--- src/common/hia_regs.vh ---
// register map, field positions and reset values of the interrupt aggregator
`ifndef HIA_REGS_VH
`define HIA_REGS_VH
`define HIA_NUM_SRC 9
`define HIA_ADDR_FLAGS 12'h000
`define HIA_ADDR_MASK 12'h004
`define HIA_ADDR_ENABLE 12'h008
`define HIA_ADDR_IO_DRIVE 12'h00C
`define HIA_ADDR_STATUS 12'h010
`define HIA_ADDR_STAT_MASK 12'h014
`define HIA_BIT_SWAP 0
`define HIA_BIT_TOUCH 1
`define HIA_BIT_TAG 2
`define HIA_BIT_SOUND 3
`define HIA_BIT_PLAYBACK 4
`define HIA_BIT_QUEUE_EMPTY 5
`define HIA_BIT_QUEUE_FLAG 6
`define HIA_BIT_CONV_DONE 7
`define HIA_BIT_UNDERRUN 8
`define HIA_BIT_PUSH_PULL 0
`define HIA_RST_MASK 9'h1FF
`define HIA_RST_ENABLE 1'b0
`define HIA_RST_IO_DRIVE 1'b0
`define HIA_STAT_RD_CLEARED 0
`define HIA_STAT_IRQ_ROSE 1
`define HIA_RESP_OKAY 2'b00
`define HIA_RESP_SLVERR 2'b10
`endif

--- src/core/hia_top.v ---
// host interrupt aggregator: sticky flags, mask, enable, od/push-pull output
`timescale 1ns/1ps
`include "hia_regs.vh"
module hia_top (
	// clock and reset
	input wire aclk,
	input wire aresetn,
	// axi4-lite write address
	input wire [11:0] s_axi_awaddr,
	input wire s_axi_awvalid,
	output reg s_axi_awready,
	// axi4-lite write data
	input wire [31:0] s_axi_wdata,
	input wire [3:0] s_axi_wstrb,
	input wire s_axi_wvalid,
	output reg s_axi_wready,
	// axi4-lite write response
	output reg [1:0] s_axi_bresp,
	output reg s_axi_bvalid,
	input wire s_axi_bready,
	// axi4-lite read address
	input wire [11:0] s_axi_araddr,
	input wire s_axi_arvalid,
	output reg s_axi_arready,
	// axi4-lite read data
	output reg [31:0] s_axi_rdata,
	output reg [1:0] s_axi_rresp,
	output reg s_axi_rvalid,
	input wire s_axi_rready,
	// event sources, level, asynchronous
	input wire swap_event,
	input wire touch_event,
	input wire tag_change_event,
	input wire sound_done_event,
	input wire playback_done_event,
	input wire queue_empty_event,
	input wire queue_flag_event,
	input wire conversion_done_event,
	input wire underrun_event,
	// host interrupt pin, active low
	output reg host_int_n_o,
	output reg host_int_n_oe,
	// local interrupt to software
	output reg irq
);
	wire [`HIA_NUM_SRC-1:0] src_raw;
	wire [`HIA_NUM_SRC-1:0] src_sync;
	wire [`HIA_NUM_SRC-1:0] src_rise;
	reg [`HIA_NUM_SRC-1:0] flags_q;
	reg [`HIA_NUM_SRC-1:0] flags_d;
	reg [`HIA_NUM_SRC-1:0] mask_q;
	reg enable_q;
	reg push_pull_q;
	reg [1:0] stat_q;
	reg [1:0] stat_d;
	reg [1:0] stat_mask_q;
	reg [11:0] awaddr_q;
	reg aw_held_q;
	reg [31:0] wdata_q;
	reg [3:0] wstrb_q;
	reg w_held_q;
	reg flag_read;
	reg [31:0] rdata_d;
	reg [1:0] rresp_d;
	reg pin_active;
	reg pin_active_q;
	wire wr_go;
	wire rd_go;
	wire [2:0] stat_unused;

	// byte-lane merge for a register of up to 9 bits
	function [8:0] merge9;
		input [8:0] old_v;
		input [31:0] wd;
		input [3:0] ws;
		begin
			merge9[7:0] = ws[0] ? wd[7:0] : old_v[7:0];
			merge9[8] = ws[1] ? wd[8] : old_v[8];
		end
	endfunction

	// fixed bit assignment of the sources
	assign src_raw[`HIA_BIT_SWAP] = swap_event;
	assign src_raw[`HIA_BIT_TOUCH] = touch_event;
	assign src_raw[`HIA_BIT_TAG] = tag_change_event;
	assign src_raw[`HIA_BIT_SOUND] = sound_done_event;
	assign src_raw[`HIA_BIT_PLAYBACK] = playback_done_event;
	assign src_raw[`HIA_BIT_QUEUE_EMPTY] = queue_empty_event;
	assign src_raw[`HIA_BIT_QUEUE_FLAG] = queue_flag_event;
	assign src_raw[`HIA_BIT_CONV_DONE] = conversion_done_event;
	assign src_raw[`HIA_BIT_UNDERRUN] = underrun_event;
	assign stat_unused = 3'h0;

	hia_sync #(.W(`HIA_NUM_SRC)) u_sync (
		.aclk(aclk),
		.aresetn(aresetn),
		.async_in(src_raw),
		.sync_out(src_sync)
	);

	hia_edge #(.W(`HIA_NUM_SRC)) u_edge (
		.aclk(aclk),
		.aresetn(aresetn),
		.level_in(src_sync),
		.rise_out(src_rise)
	);

	assign wr_go = aw_held_q && w_held_q && !s_axi_bvalid;
	assign rd_go = s_axi_arvalid && s_axi_arready;

	// read mux; a flag read is the clearing access
	always @* begin
		rdata_d = 32'h0000_0000;
		rresp_d = `HIA_RESP_OKAY;
		flag_read = 1'b0;
		case (s_axi_araddr[11:2])
			`HIA_ADDR_FLAGS >> 2: begin
				rdata_d[`HIA_NUM_SRC-1:0] = flags_q;
				flag_read = rd_go;
			end
			`HIA_ADDR_MASK >> 2: begin
				rdata_d[`HIA_NUM_SRC-1:0] = mask_q;
			end
			`HIA_ADDR_ENABLE >> 2: begin
				rdata_d[0] = enable_q;
			end
			`HIA_ADDR_IO_DRIVE >> 2: begin
				rdata_d[`HIA_BIT_PUSH_PULL] = push_pull_q;
			end
			`HIA_ADDR_STATUS >> 2: begin
				rdata_d[1:0] = stat_q;
			end
			`HIA_ADDR_STAT_MASK >> 2: begin
				rdata_d[1:0] = stat_mask_q;
			end
			default: begin
				rresp_d = `HIA_RESP_SLVERR;
			end
		endcase
	end

	// flags: clear on read, new events win over the clear
	always @* begin
		flags_d = flags_q;
		if (flag_read) begin
			flags_d = {`HIA_NUM_SRC{1'b0}};
		end
		flags_d = flags_d | src_rise;
	end

	// pin pulls low only while enabled and a masked flag stands
	always @* begin
		pin_active = enable_q && |(flags_q & mask_q);
	end

	// software status events, set wins over write-one clear
	always @* begin
		stat_d = stat_q;
		if (wr_go && awaddr_q[11:2] == (`HIA_ADDR_STATUS >> 2) && wstrb_q[0]) begin
			stat_d = stat_d & ~wdata_q[1:0];
		end
		stat_d[`HIA_STAT_RD_CLEARED] = stat_d[`HIA_STAT_RD_CLEARED] | (flag_read && |flags_q);
		stat_d[`HIA_STAT_IRQ_ROSE] = stat_d[`HIA_STAT_IRQ_ROSE] | (pin_active && !pin_active_q);
	end

	always @(posedge aclk) begin
		if (!aresetn) begin
			flags_q <= {`HIA_NUM_SRC{1'b0}};
			mask_q <= `HIA_RST_MASK;
			enable_q <= `HIA_RST_ENABLE;
			push_pull_q <= `HIA_RST_IO_DRIVE;
			stat_q <= 2'b00;
			stat_mask_q <= 2'b00;
			pin_active_q <= 1'b0;
			awaddr_q <= 12'h000;
			aw_held_q <= 1'b0;
			wdata_q <= 32'h0000_0000;
			wstrb_q <= 4'h0;
			w_held_q <= 1'b0;
			s_axi_awready <= 1'b0;
			s_axi_wready <= 1'b0;
			s_axi_bvalid <= 1'b0;
			s_axi_bresp <= `HIA_RESP_OKAY;
			s_axi_arready <= 1'b0;
			s_axi_rvalid <= 1'b0;
			s_axi_rdata <= 32'h0000_0000;
			s_axi_rresp <= `HIA_RESP_OKAY;
			host_int_n_o <= 1'b1;
			host_int_n_oe <= 1'b0;
			irq <= 1'b0;
		end else begin
			flags_q <= flags_d;
			stat_q <= stat_d;
			pin_active_q <= pin_active;
			// write address and data, taken in either order
			// no new address while a write response is still pending
			s_axi_awready <= !aw_held_q && !s_axi_awready && !s_axi_bvalid;
			if (s_axi_awvalid && s_axi_awready) begin
				awaddr_q <= s_axi_awaddr;
				aw_held_q <= 1'b1;
				s_axi_awready <= 1'b0;
			end
			s_axi_wready <= !w_held_q && !s_axi_wready && !s_axi_bvalid;
			if (s_axi_wvalid && s_axi_wready) begin
				wdata_q <= s_axi_wdata;
				wstrb_q <= s_axi_wstrb;
				w_held_q <= 1'b1;
				s_axi_wready <= 1'b0;
			end
			if (wr_go) begin
				aw_held_q <= 1'b0;
				w_held_q <= 1'b0;
				s_axi_bvalid <= 1'b1;
				s_axi_bresp <= `HIA_RESP_OKAY;
				case (awaddr_q[11:2])
					`HIA_ADDR_FLAGS >> 2: begin
					end
					`HIA_ADDR_MASK >> 2: begin
						mask_q <= merge9(mask_q, wdata_q, wstrb_q);
					end
					`HIA_ADDR_ENABLE >> 2: begin
						if (wstrb_q[0]) begin
							enable_q <= wdata_q[0];
						end
					end
					`HIA_ADDR_IO_DRIVE >> 2: begin
						if (wstrb_q[0]) begin
							push_pull_q <= wdata_q[`HIA_BIT_PUSH_PULL];
						end
					end
					`HIA_ADDR_STATUS >> 2: begin
					end
					`HIA_ADDR_STAT_MASK >> 2: begin
						if (wstrb_q[0]) begin
							stat_mask_q <= wdata_q[1:0];
						end
					end
					default: begin
						s_axi_bresp <= `HIA_RESP_SLVERR;
					end
				endcase
			end else if (s_axi_bvalid && s_axi_bready) begin
				s_axi_bvalid <= 1'b0;
			end
			// read channel
			s_axi_arready <= !s_axi_rvalid && !s_axi_arready;
			if (rd_go) begin
				s_axi_arready <= 1'b0;
				s_axi_rvalid <= 1'b1;
				s_axi_rdata <= rdata_d;
				s_axi_rresp <= rresp_d;
			end else if (s_axi_rvalid && s_axi_rready) begin
				s_axi_rvalid <= 1'b0;
			end
			// open drain: oe only when pulling low; push-pull: driven whenever enabled
			host_int_n_o <= !pin_active;
			if (enable_q && push_pull_q) begin
				host_int_n_oe <= 1'b1;
			end else begin
				host_int_n_oe <= pin_active;
			end
			irq <= |(stat_d & stat_mask_q);
		end
	end
endmodule // hia_top

--- src/core/hia_sync.v ---
// two-flop synchroniser for the event source inputs
`timescale 1ns/1ps
module hia_sync #(
	parameter W = 9
) (
	// clock and reset
	input wire aclk,
	input wire aresetn,
	// data
	input wire [W-1:0] async_in,
	output wire [W-1:0] sync_out
);
	reg [W-1:0] meta_q;
	reg [W-1:0] sync_q;
	always @(posedge aclk) begin
		if (!aresetn) begin
			meta_q <= {W{1'b0}};
			sync_q <= {W{1'b0}};
		end else begin
			meta_q <= async_in;
			sync_q <= meta_q;
		end
	end
	assign sync_out = sync_q;
endmodule // hia_sync

--- src/core/hia_edge.v ---
// rising-edge detector: one-cycle pulse per source level rising
`timescale 1ns/1ps
module hia_edge #(
	parameter W = 9
) (
	// clock and reset
	input wire aclk,
	input wire aresetn,
	// data
	input wire [W-1:0] level_in,
	output wire [W-1:0] rise_out
);
	reg [W-1:0] prev_q;
	always @(posedge aclk) begin
		if (!aresetn) begin
			prev_q <= {W{1'b0}};
		end else begin
			prev_q <= level_in;
		end
	end
	assign rise_out = level_in & ~prev_q;
endmodule // hia_edge

--- config.mk ---
export PLATFORM = sky130hd
export DESIGN_NAME = hia_top
export DESIGN_NICKNAME = d
export VERILOG_FILES = /design/src/core/hia_top.v /design/src/core/hia_sync.v /design/src/core/hia_edge.v
export VERILOG_INCLUDE_DIRS = /design/src /design/src/common
export SDC_FILE = /design/constraint.sdc
export NUM_CORES = 1
export LEC_CHECK = 0
export BUFFER_PORTS_ARGS = -buffer_cell sky130_fd_sc_hd__buf_2
export CELL_PAD_IN_SITES_DETAIL_PLACEMENT = 2
export CELL_PAD_IN_SITES_GLOBAL_PLACEMENT = 2
export CORE_AREA = 2 2 115 117
export CTS_BUF_LIST = sky130_fd_sc_hd__clkbuf_16
export DETAILED_ROUTE_END_ITERATION = 10
export DIE_AREA = 0 0 117 119
export PLACE_DENSITY_LB_ADDON = 0.1
export SKIP_CTS_REPAIR_TIMING = 1
export SLEW_MARGIN = 20
export SYNTH_ARGS = -nofsm -noshare
export SYNTH_HDL_FRONTEND = slang
export SYNTH_HIERARCHICAL = 1
export SYNTH_SLANG_ARGS = --single-unit
--- constraint.sdc ---
create_clock -name aclk -period 1.75 [get_ports aclk]
set_input_delay 0.35 -clock aclk [delete_from_list [all_inputs] [get_ports aclk]]
set_output_delay 0.35 -clock aclk [all_outputs]
set_load 0.005 [all_outputs]
==> qor.yml, run 1 <==
setup_path:
  worstSetupPathType: "flop to flop"
  arrival_ns: 1.91
  critPathLaunchType: "flop"
  regToRegSetupSlack_ns: 0.07
  crit_fanout: 3
  critPathRequiredTime_ns: 1.97
  r2r_start: "awaddr_q[11]"
  rr_endpoint: "irq"
  cp-end-kind: "flop"
  reg2regPathDepth: 5
floorplan:
  floorplan.initialDensity_pct: 28.9
  die_h_um: 119
  core_area_um2: 12900
  ios: 120
  dieArea_um2: 13900
  rows: 42
  die_w_um: 117
grt:
  antenna_found_initial: 0
  grt_max_degree: 51
  track_usage_pct: 13.9
  grt_pass1_vias: 3063
  grt_overflow: 0
  grt_pass1_wl_um: 14900
clock_network:
  cts_root_buf: "clkbuf_16"
  cts_tree: "done"
  cts.clk_slew.worst_paths_ns: 0.07
  clockBufferDepth: 2
  clock_latency_ns: 0.34
  htree_levels: 3
  numCtsBuffers: 9
  cts.sinks: 94
synth:
  synth_common_cells: "dfxtp_1, nand2_1, buf_4, a21boi_0, and2_1"
  synthXorXnorAreaFrac_pct: 0
  synth-compound-area-share_pct: 11.8
  ys_seq_area_share_pct: 50.5
  synth_top_family_by_area: "simple AND/OR/NAND/NOR gates"
  synth_top_area_share_pct: 50.5
  syn_area_um2: 3730
  synth-seq-cells: 94
  syn_avg_cell_area_um2: 9.51
  yosys.area_share.simple_pct: 25.2
  yosys.cell_types.count: 40
  syn_inst: 392
  ys.flop_type: "dfxtp_1"
  ys_top_cells_by_area: "dfxtp_1, nand2_1, buf_4"
  synthArstFlopShare_pct: 0
  synth_mux_area_share_pct: 5.44
  synth_edf_count: 0
  yosysMostFrequentCell: "dfxtp_1"
  synthAdderAreaFrac_pct: 0
  synth_top_cell_by_area: "dfxtp_1"
  ys_warn_count: 6
routing:
  num_vias: 2863
  drc: 0
  wire_per_inst_um: 13.9
  drt-pass1-iter-count: 4
  ant_nets: 0
  viasPerCell: 4.43
  met1Wirelength_um: 4050
  highest_layer: "met4"
  wl_met2_um: 4400
  drtIter0Drc: 53
  routed_wl_um: 9010
  dr_wl_met3_um: 390
placement:
  place_congestion: 0.740
  io_buffer_count: 65
  hpwl_um: 6740
pwr:
  totalPowerFinal_uw: 4350
  powerDensity_nw_per_um2: 968
  p_leak_uw: 0.00187
  peakVddDrop_mv: 0.377
worst_hold_path:
  hp-class: "input pin to flop"
  worstHoldStart: "queue_empty_event"
  hold_depth: 2
  min_to: "u_sync/meta_q[5]"
timing:
  finalSetupViolCount: 0
  holdWs_ns: 0.211
  period_needed_ns: 1.68
  fmaxAchievable_mhz: 594
  rsz0062_at_grt: "true"
  finClkSkew_ns: 0.00519
  min_period_over_period_pct: 96.2
  slew_violations: 0
  finalHoldViolations: 0
  setup_tns_ns: 0
finish:
  drive_gt1_share_pct: 24.2
  area_delta_synth_final_pct: 20.7
  diodes: 0
  nets: 542
run:
  cap_violations: 0
outcome:
  status: "complete, no violations"
where the power goes:
group	switching [uW]	internal [uW]	leakage, uW
Sequential	50.0	2210	0.000767
Clock	807	938	0.000129
Combinational	178	165	0.000977
Total	1030	3320	0.00187
per-layer routing:
layer / vias to the layer above / track usage [%]
met5: - / 0
met4: 0 / 6.18
met3: 9 / 2.90
met2: 61 / 23.3
met1: 1384 / 17.0
li1: 1409 / -
critical path, stage by stage, from the launching register on:
cell and delay (ns):
dfxtp_2 0.33, nor4_4 0.33, and2_4 0.21, a41oi_2 0.10
a31o_1 0.23, a221o_1 0.36
cell usage in the layout, fill, tap and decap left out, types with 13 or more instances in the layout:
cell / n
dfxtp_1: 93
nor2b_1: 21
o21ai_0: 13
a21boi_0: 24
and2_1: 23
conb_1: 25
and2_2: 14
nand2_1: 72
buf_2: 65
mux2i_1: 18
sequential cells by signal (all words and copies together), names as in the netlist, 2 cells and up:
signal	count
u_edge/prev_q	9
wstrb_q	2
u_sync/meta_q	9
wdata_q	9
awaddr_q	10
flags_q	9
stat_mask_q	2
s_axi_rdata	9
mask_q	9
stat_q	2
u_sync/sync_out	9
cell type report:
type                            instances  area, um^2
Fill cell                            1460        8380
Sequential cell                        94        1880
Multi-Input combinational cell        281        1690
Timing Repair Buffer                   78         439
Clock buffer                            9         225
Tap cell                              176         220
Clock inverter                          7        32.5
Inverter                                2        7.51
cells by family (layout without fill, tap and decap cells):
| kind of cell | Yosys count | count (layout) |
|---|---|---|
| compound gates | 62 | 62 |
| buf+inv | 41 | 96 |
| flops | 94 | 94 |
| mux | 19 | 19 |
| other cells | 1 | 25 |
| simple gates | 175 | 175 |
metrics by stage:
stage	instances	cell area (um^2)	utilization [%]	worst slack [ns]
2_1_floorplan	416	3820	-	0.212
3_3_place_gp	631	4220	32.8	-0.00231
3_5_place_dp	631	4220	32.8	-0.0203
4_1_cts	647	4480	34.8	-0.00292
5_1_grt	647	4500	34.9	-0.0800
6_report	647	4500	34.9	0.0663
worst max path at each step:
stage,from,to,slack [ns]
4_1_cts,awaddr_q[8],mask_q[0],-0.003
5_1_grt,awaddr_q[11],mask_q[2],-0.08
6_report,awaddr_q[11],irq,0.07
3_5_place_dp,s_axi_araddr[8],irq,-0.02
3_3_place_gp,s_axi_araddr[8],irq,-0.002
2_1_floorplan,awaddr_q[8],irq,0.21
Note: power is estimated with default switching activity, not from simulation.
==> run 2, diff against run 1 <==
--- a/config.mk
+++ b/config.mk
@@ -9,10 +9,10 @@
 export BUFFER_PORTS_ARGS = -buffer_cell sky130_fd_sc_hd__buf_2
 export CELL_PAD_IN_SITES_DETAIL_PLACEMENT = 2
 export CELL_PAD_IN_SITES_GLOBAL_PLACEMENT = 2
-export CORE_AREA = 2 2 115 117
+export CORE_AREA = 2 2 128 105
 export CTS_BUF_LIST = sky130_fd_sc_hd__clkbuf_16
 export DETAILED_ROUTE_END_ITERATION = 10
-export DIE_AREA = 0 0 117 119
+export DIE_AREA = 0 0 130 107
 export PLACE_DENSITY_LB_ADDON = 0.1
 export SKIP_CTS_REPAIR_TIMING = 1
 export SLEW_MARGIN = 20
==> run 2 against run 1 <==
- hold slack improved by 0.0021 ns
- core utilization rose by 0.65 points
- total power rose by 3.1%
- global-route usage fell by 0.22 points
- final cell count fell by 0.62%
- routed wire length rose by 0.98%
- fmax fell by 3.5%
- sequential power barely moved
- highest routed layer unchanged
- count of clock-buffer cells in the layout did not move
- register-to-register slack got worse by 0.06 ns
==> qor.yml, run 2 (synthesis results as in run 1) <==
finish:
  regMostFlops: "awaddr_q"  # unchanged
  drive_gt1_share_pct: 24.1  # was 24.2%
  final_cells: 643  # was 647
  multi_input_area_um2: 1680  # was 1690 um^2
  area.sequential_um2: 1880  # unchanged
  area_delta_synth_final_pct: 20.7  # unchanged
  nets: 540  # was 542
  largest_register_ffs: 10  # unchanged
  final_cell_mix: "dfxtp_1, nand2_1, buf_2"  # unchanged
  diodes: 0  # unchanged
  design_area_um2: 4500  # unchanged
  final_common_cell: "dfxtp_1"  # unchanged
  fill_cells: 1441  # was 1460
grt:
  grt_max_degree: 81  # was 51
  track_usage_pct: 13.7  # was 13.9%
  grt_overflow: 0  # unchanged
  antenna_found_initial: 0  # unchanged
  met1_usage_pct: 18.0  # was 17.0%
  grtUsageMet2_pct: 21.8  # was 23.3%
  grt_pass1_vias: 2886  # was 3063
  top_usage_layer: "met2"  # unchanged
  grt_pass1_wl_um: 14800  # was 14900 um
  use_met3_pct: 3.89  # was 2.90%
pwr:
  powerDensity_nw_per_um2: 998  # was 968 nW/um^2
  seq_power_share_pct: 50.4  # was 52.0%
  internal-power_uw: 3460  # was 3320 uW
  peakVddDrop_mv: 0.453  # was 0.377 mV
  p_comb_share_pct: 7.5  # was 7.9%
  p_leak_uw: 0.00187  # about the same
  switching_power_uw: 1030  # about the same
  p_sw_share_pct: 23.0  # was 23.8%
  pwr-share-clk_pct: 42.1  # was 40.1%
clock_network:
  clockBufferDepth: 2  # unchanged
  cts.sinks: 94  # unchanged
  cts.clk_slew.worst_paths_ns: 0.06  # was 0.07 ns
  clock_latency_ns: 0.34  # about the same
  cts_root_buf: "clkbuf_16"  # unchanged
  numCtsBuffers: 9  # unchanged
  cts_tree: "done"  # unchanged
  htree_levels: 3  # unchanged
timing:
  rsz0062_at_grt: "true"  # unchanged
  fmaxAchievable_mhz: 573  # was 594 MHz
  slew_violations: 0  # unchanged
  period_needed_ns: 1.74  # was 1.68 ns
  finClkSkew_ns: 0.00833  # was 0.00519 ns
  min_period_over_period_pct: 99.6  # was 96.2%
  finalSetupViolCount: 0  # unchanged
  finalHoldViolations: 0  # unchanged
  holdWs_ns: 0.213  # was 0.211 ns
floorplan:
  rows: 37  # was 42
  dieArea_um2: 13900  # about the same
  ios: 120  # unchanged
  die_h_um: 107  # was 119 um
  die_w_um: 130  # was 117 um
  floorplan.initialDensity_pct: 29.5  # was 28.9%
  core_area_um2: 12600  # was 12900 um^2
setup_path:
  reg2regPathDepth: 5  # unchanged
  cp-end-kind: "flop"  # unchanged
  critPathLaunchType: "flop"  # unchanged
  critPathRequiredTime_ns: 1.96  # was 1.97 ns
  arrival_ns: 1.96  # was 1.91 ns
  worstSetupPathType: "flop to flop"  # unchanged
  crit_fanout: 3  # unchanged
placement:
  hpwl_um: 6800  # was 6740 um
  place_congestion: 0.721  # was 0.740
  io_buffer_count: 65  # unchanged
  placed_cell_area_um2: 4200  # was 4220 um^2
  placed_cells: 628  # was 631
routing:
  drt-pass1-iter-count: 5  # was 4
  viasPerCell: 4.44  # was 4.43
  routed_wl_um: 9100  # was 9010 um
  wire_per_inst_um: 14.1  # was 13.9 um
  num_vias: 2858  # was 2863
  ant_nets: 0  # unchanged
  drc: 0  # unchanged
  drtIter0Drc: 92  # was 53
worst_hold_path:
  hold_depth: 2  # unchanged
  hp-class: "input pin to flop"  # unchanged
run:
  cap_violations: 0  # unchanged
outcome:
  status: "complete, no violations"  # unchanged
-- run 2: cell count changes in the layout (fill, tap and decap cells not counted), sizes merged --
cell	change
bufinv	+1
clkinv	-2
buf	-2
-- run 2: worst max-delay path: stages, from the launching register on --
cell	delay (ns)
dfxtp_2	0.33
nor4_4	0.35
and2_4	0.23
a41oi_2	0.11
a31o_1	0.22
a221o_1	0.37
-- run 2: path summary, 6_finish.rpt --
| kind | start | to | slack [ns] |
|---|---|---|---|
| worst max-delay path | awaddr_q[11] | irq | 0.006 |
| worst min-delay path | sound_done_event | u_sync/meta_q[3] | 0.21 |
| worst max register to register | awaddr_q[11] | irq | 0.006 |
| worst min register to register | u_sync/meta_q[8] | u_sync/sync_out[8] | 0.45 |
-- run 2: layout make-up --
cell class | instances | area share (%)
clock buffers | 9 | 5.01
repair buffers | 76 | 9.43
well taps | 175 | 4.87
multi-input cells | 281 | 37.4
flip-flops and latches | 94 | 41.9
inverters | 2 | 0.167
clock inverters | 6 | 1.22
-- run 2: per-stage QoR --
stage	setup TNS, ns	power [uW]	setup WS (ns)	utilization (%)
floorplan	0	2540	0.212	-
global placement	-0.0247	2640	-0.0247	33.2
detailed placement	-0.669	2650	-0.110	33.2
CTS	-0.794	4560	-0.130	35.5
global route	-0.855	4710	-0.137	35.6
finish	0	4490	0.00617	35.6
-- run 2: power by group through the flow --
stage	Sequential (uW)	Clock, uW	Combinational, uW
finish	2260	1890	337
CTS	2260	1950	344
floorplan	2300	0	243
detailed placement	2310	0	342
global route	2270	2060	383
global placement	2310	0	333
-- run 2: per-layer routing --
layer  wire length, um  part of all wire (%)  vias up
met2              4080                    45       70
met5                 0                     0        -
met3               432                   4.7        9
met1              4480                    49     1375
met4               107                   1.2        0
li1                  -                     -     1404
==> run 3, diff against run 2 <==
--- a/config.mk
+++ b/config.mk
@@ -9,10 +9,10 @@
 export BUFFER_PORTS_ARGS = -buffer_cell sky130_fd_sc_hd__buf_2
 export CELL_PAD_IN_SITES_DETAIL_PLACEMENT = 2
 export CELL_PAD_IN_SITES_GLOBAL_PLACEMENT = 2
-export CORE_AREA = 2 2 128 105
+export CORE_AREA = 2 2 135 111
 export CTS_BUF_LIST = sky130_fd_sc_hd__clkbuf_16
 export DETAILED_ROUTE_END_ITERATION = 10
-export DIE_AREA = 0 0 130 107
+export DIE_AREA = 0 0 137 113
 export PLACE_DENSITY_LB_ADDON = 0.1
 export SKIP_CTS_REPAIR_TIMING = 1
 export SLEW_MARGIN = 20
==> constraint.sdc (replaced) <==
create_clock -name aclk -period 1.4 [get_ports aclk]
set_input_delay 0.28 -clock aclk [delete_from_list [all_inputs] [get_ports aclk]]
set_output_delay 0.28 -clock aclk [all_outputs]
set_load 0.005 [all_outputs]
==> run 3 against run 2 <==
- the run now ends with setup timing left
- core utilization decreased by 1.1 points
- sequential power increased by 25%
- routed wire length increased by 5.3%
- largest power group unchanged
- hold slack got worse by 0.080 ns
- first-iteration DRC count decreased by 23%
- critical path type unchanged
- register-to-register slack got worse by 0.27 ns
- fmax increased by 4.6%
- die area increased by 11%
- flip-flop and latch count unchanged
- highest routed layer unchanged
- clock power increased by 50%
==> qor.yml, run 3 (synthesis results as in run 1) <==
outcome:
  status: "complete, but fails checks"  # was complete, no violations
  violations: "setup timing"
timing:
  slew_violations: 0  # unchanged
  period_needed_ns: 1.67  # was 1.74 ns
  rsz0062_at_grt: "true"  # unchanged
  finClkSkew_ns: 0.00699  # was 0.00833 ns
  fmaxAchievable_mhz: 600  # was 573 MHz
  min_period_over_period_pct: 119  # was 99.6%
  holdWs_ns: 0.132  # was 0.213 ns
  fin_ws_ns: -0.268  # was 0.00617 ns
  finalSetupViolCount: 12  # was 0
  finalHoldViolations: 0  # unchanged
clock_network:
  cts.sinks: 94  # unchanged
  clock_latency_ns: 0.35  # was 0.34 ns
  numCtsBuffers: 9  # unchanged
  htree_levels: 3  # unchanged
  clockBufferDepth: 2  # unchanged
  cts.clk_slew.worst_paths_ns: 0.07  # was 0.06 ns
  cts_root_buf: "clkbuf_16"  # unchanged
  cts_tree: "done"  # unchanged
setup_path:
  cp_cell_sequence: "nor4_4 -> and2_4 -> a41oi_2 -> a31o_1 -> a221o_1"  # unchanged
  arrival_ns: 1.90  # was 1.96 ns
  worstSetupPathType: "flop to flop"  # unchanged
  cp-end-kind: "flop"  # unchanged
  crit_slowest_cell: "dfxtp_2"  # was a221o_1
  worst-path-buf-inv: 0  # unchanged
  critPathRequiredTime_ns: 1.63  # was 1.96 ns
  critPathLaunchType: "flop"  # unchanged
  cp_top_family: "compound AO/OA/AOI/OAI gates"  # unchanged
  critPathMaxStageDelay_ns: 0.33  # was 0.37 ns
  crit_fanout: 3  # unchanged
finish:
  area_delta_synth_final_pct: 30.1  # was 20.7%
  multi_input_area_um2: 1720  # was 1680 um^2
  final_cell_mix: "dfxtp_1, nand2_1, buf_2"  # unchanged
  fill_cells: 1587  # was 1441
  diodes: 0  # unchanged
  final_common_cell: "dfxtp_1"  # unchanged
  regMostFlops: "awaddr_q"  # unchanged
  nets: 567  # was 540
  area.sequential_um2: 1880  # unchanged
  drive_gt1_share_pct: 29.6  # was 24.1%
  largest_register_ffs: 10  # unchanged
routing:
  drtIter0Drc: 71  # was 92
  drc: 0  # unchanged
  wire_per_inst_um: 14.1  # about the same
  ant_nets: 0  # unchanged
  num_vias: 2966  # was 2858
  drt-pass1-iter-count: 4  # was 5
  viasPerCell: 4.36  # was 4.44
  routed_wl_um: 9580  # was 9100 um
placement:
  io_buffer_count: 65  # unchanged
  hpwl_um: 7180  # was 6800 um
  place_ws_ns: -0.378  # was -0.110 ns
  place_congestion: 0.765  # was 0.721
grt:
  met1_usage_pct: 16.4  # was 18.0%
  track_usage_pct: 13.0  # was 13.7%
  grt_max_degree: 81  # unchanged
  grt_pass1_wl_um: 15500  # was 14800 um
  top_usage_layer: "met2"  # unchanged
  grt_pass1_vias: 3100  # was 2886
  antenna_found_initial: 0  # unchanged
  use_met3_pct: 3.54  # was 3.89%
  grt_overflow: 0  # unchanged
  grtUsageMet2_pct: 21.5  # was 21.8%
pwr:
  powerDensity_nw_per_um2: 1270  # was 998 nW/um^2
  pwr-share-clk_pct: 45.9  # was 42.1%
  p_leak_uw: 0.00204  # was 0.00187 uW
  switching_power_uw: 1380  # was 1030 uW
  p_sw_share_pct: 22.5  # was 23.0%
  peakVddDrop_mv: 0.637  # was 0.453 mV
  internal-power_uw: 4770  # was 3460 uW
  p_comb_share_pct: 8.1  # was 7.5%
  seq_power_share_pct: 45.9  # was 50.4%
floorplan:
  rows: 39  # was 37
  floorplan.initialDensity_pct: 26.5  # was 29.5%
  dieArea_um2: 15500  # was 13900 um^2
  ios: 120  # unchanged
  core_area_um2: 14100  # was 12600 um^2
  die_w_um: 137  # was 130 um
  die_h_um: 113  # was 107 um
run:
  cap_violations: 0  # unchanged
worst_hold_path:
  hp-class: "input pin to flop"  # unchanged
## run 3: power by group through the flow
stage          registers [uW]  clock network (uW)  logic, uW
3_5_place_dp             2890                   0        478
5_1_grt                  2840                3040        568
2_1_floorplan            2870                   0        304
6_report                 2830                2830        500
3_3_place_gp             2880                   0        463
4_1_cts                  2830                2930        481
## run 3: layout make-up
class / count / share of cell area (%)
inverters: 2 / 0.155
repair buffers: 103 / 13.5
clock buffers: 9 / 4.65
flip-flops and latches: 94 / 38.9
clock inverters: 7 / 2.48
multi-input cells: 281 / 35.6
well taps: 184 / 4.75
## run 3: routing by layer
| layer | wire length (um) | vias up |
|---|---|---|
| li1 | - | 1459 |
| met1 | 4510 | 1437 |
| met2 | 4520 | 61 |
| met3 | 420 | 9 |
| met4 | 132 | 0 |
| met5 | 0 | - |
## run 3: path summary, 6_finish.rpt
| path | to | depth (start not counted) | startpoint | slack, ns |
|---|---|---|---|---|
| hold reg to reg | u_sync/sync_out[7] | 1 | u_sync/meta_q[7] | 0.45 |
| setup reg to reg | irq | 5 | awaddr_q[11] | -0.27 |
| hold / removal | u_sync/meta_q[4] | 2 | playback_done_event | 0.13 |
| setup / recovery | irq | 5 | awaddr_q[11] | -0.27 |
## run 3: through the flow
step	cell area, um^2	setup TNS [ns]	cells	power (uW)	utilization, %
finish	4850	-2.67	680	6160	34.5
global route	4850	-4.41	680	6450	34.5
CTS	4740	-3.75	676	6240	33.8
detailed placement	4400	-6.73	660	3370	31.3
global placement	4400	-6.10	660	3350	31.3
floorplan	3820	-1.08	416	3180	-
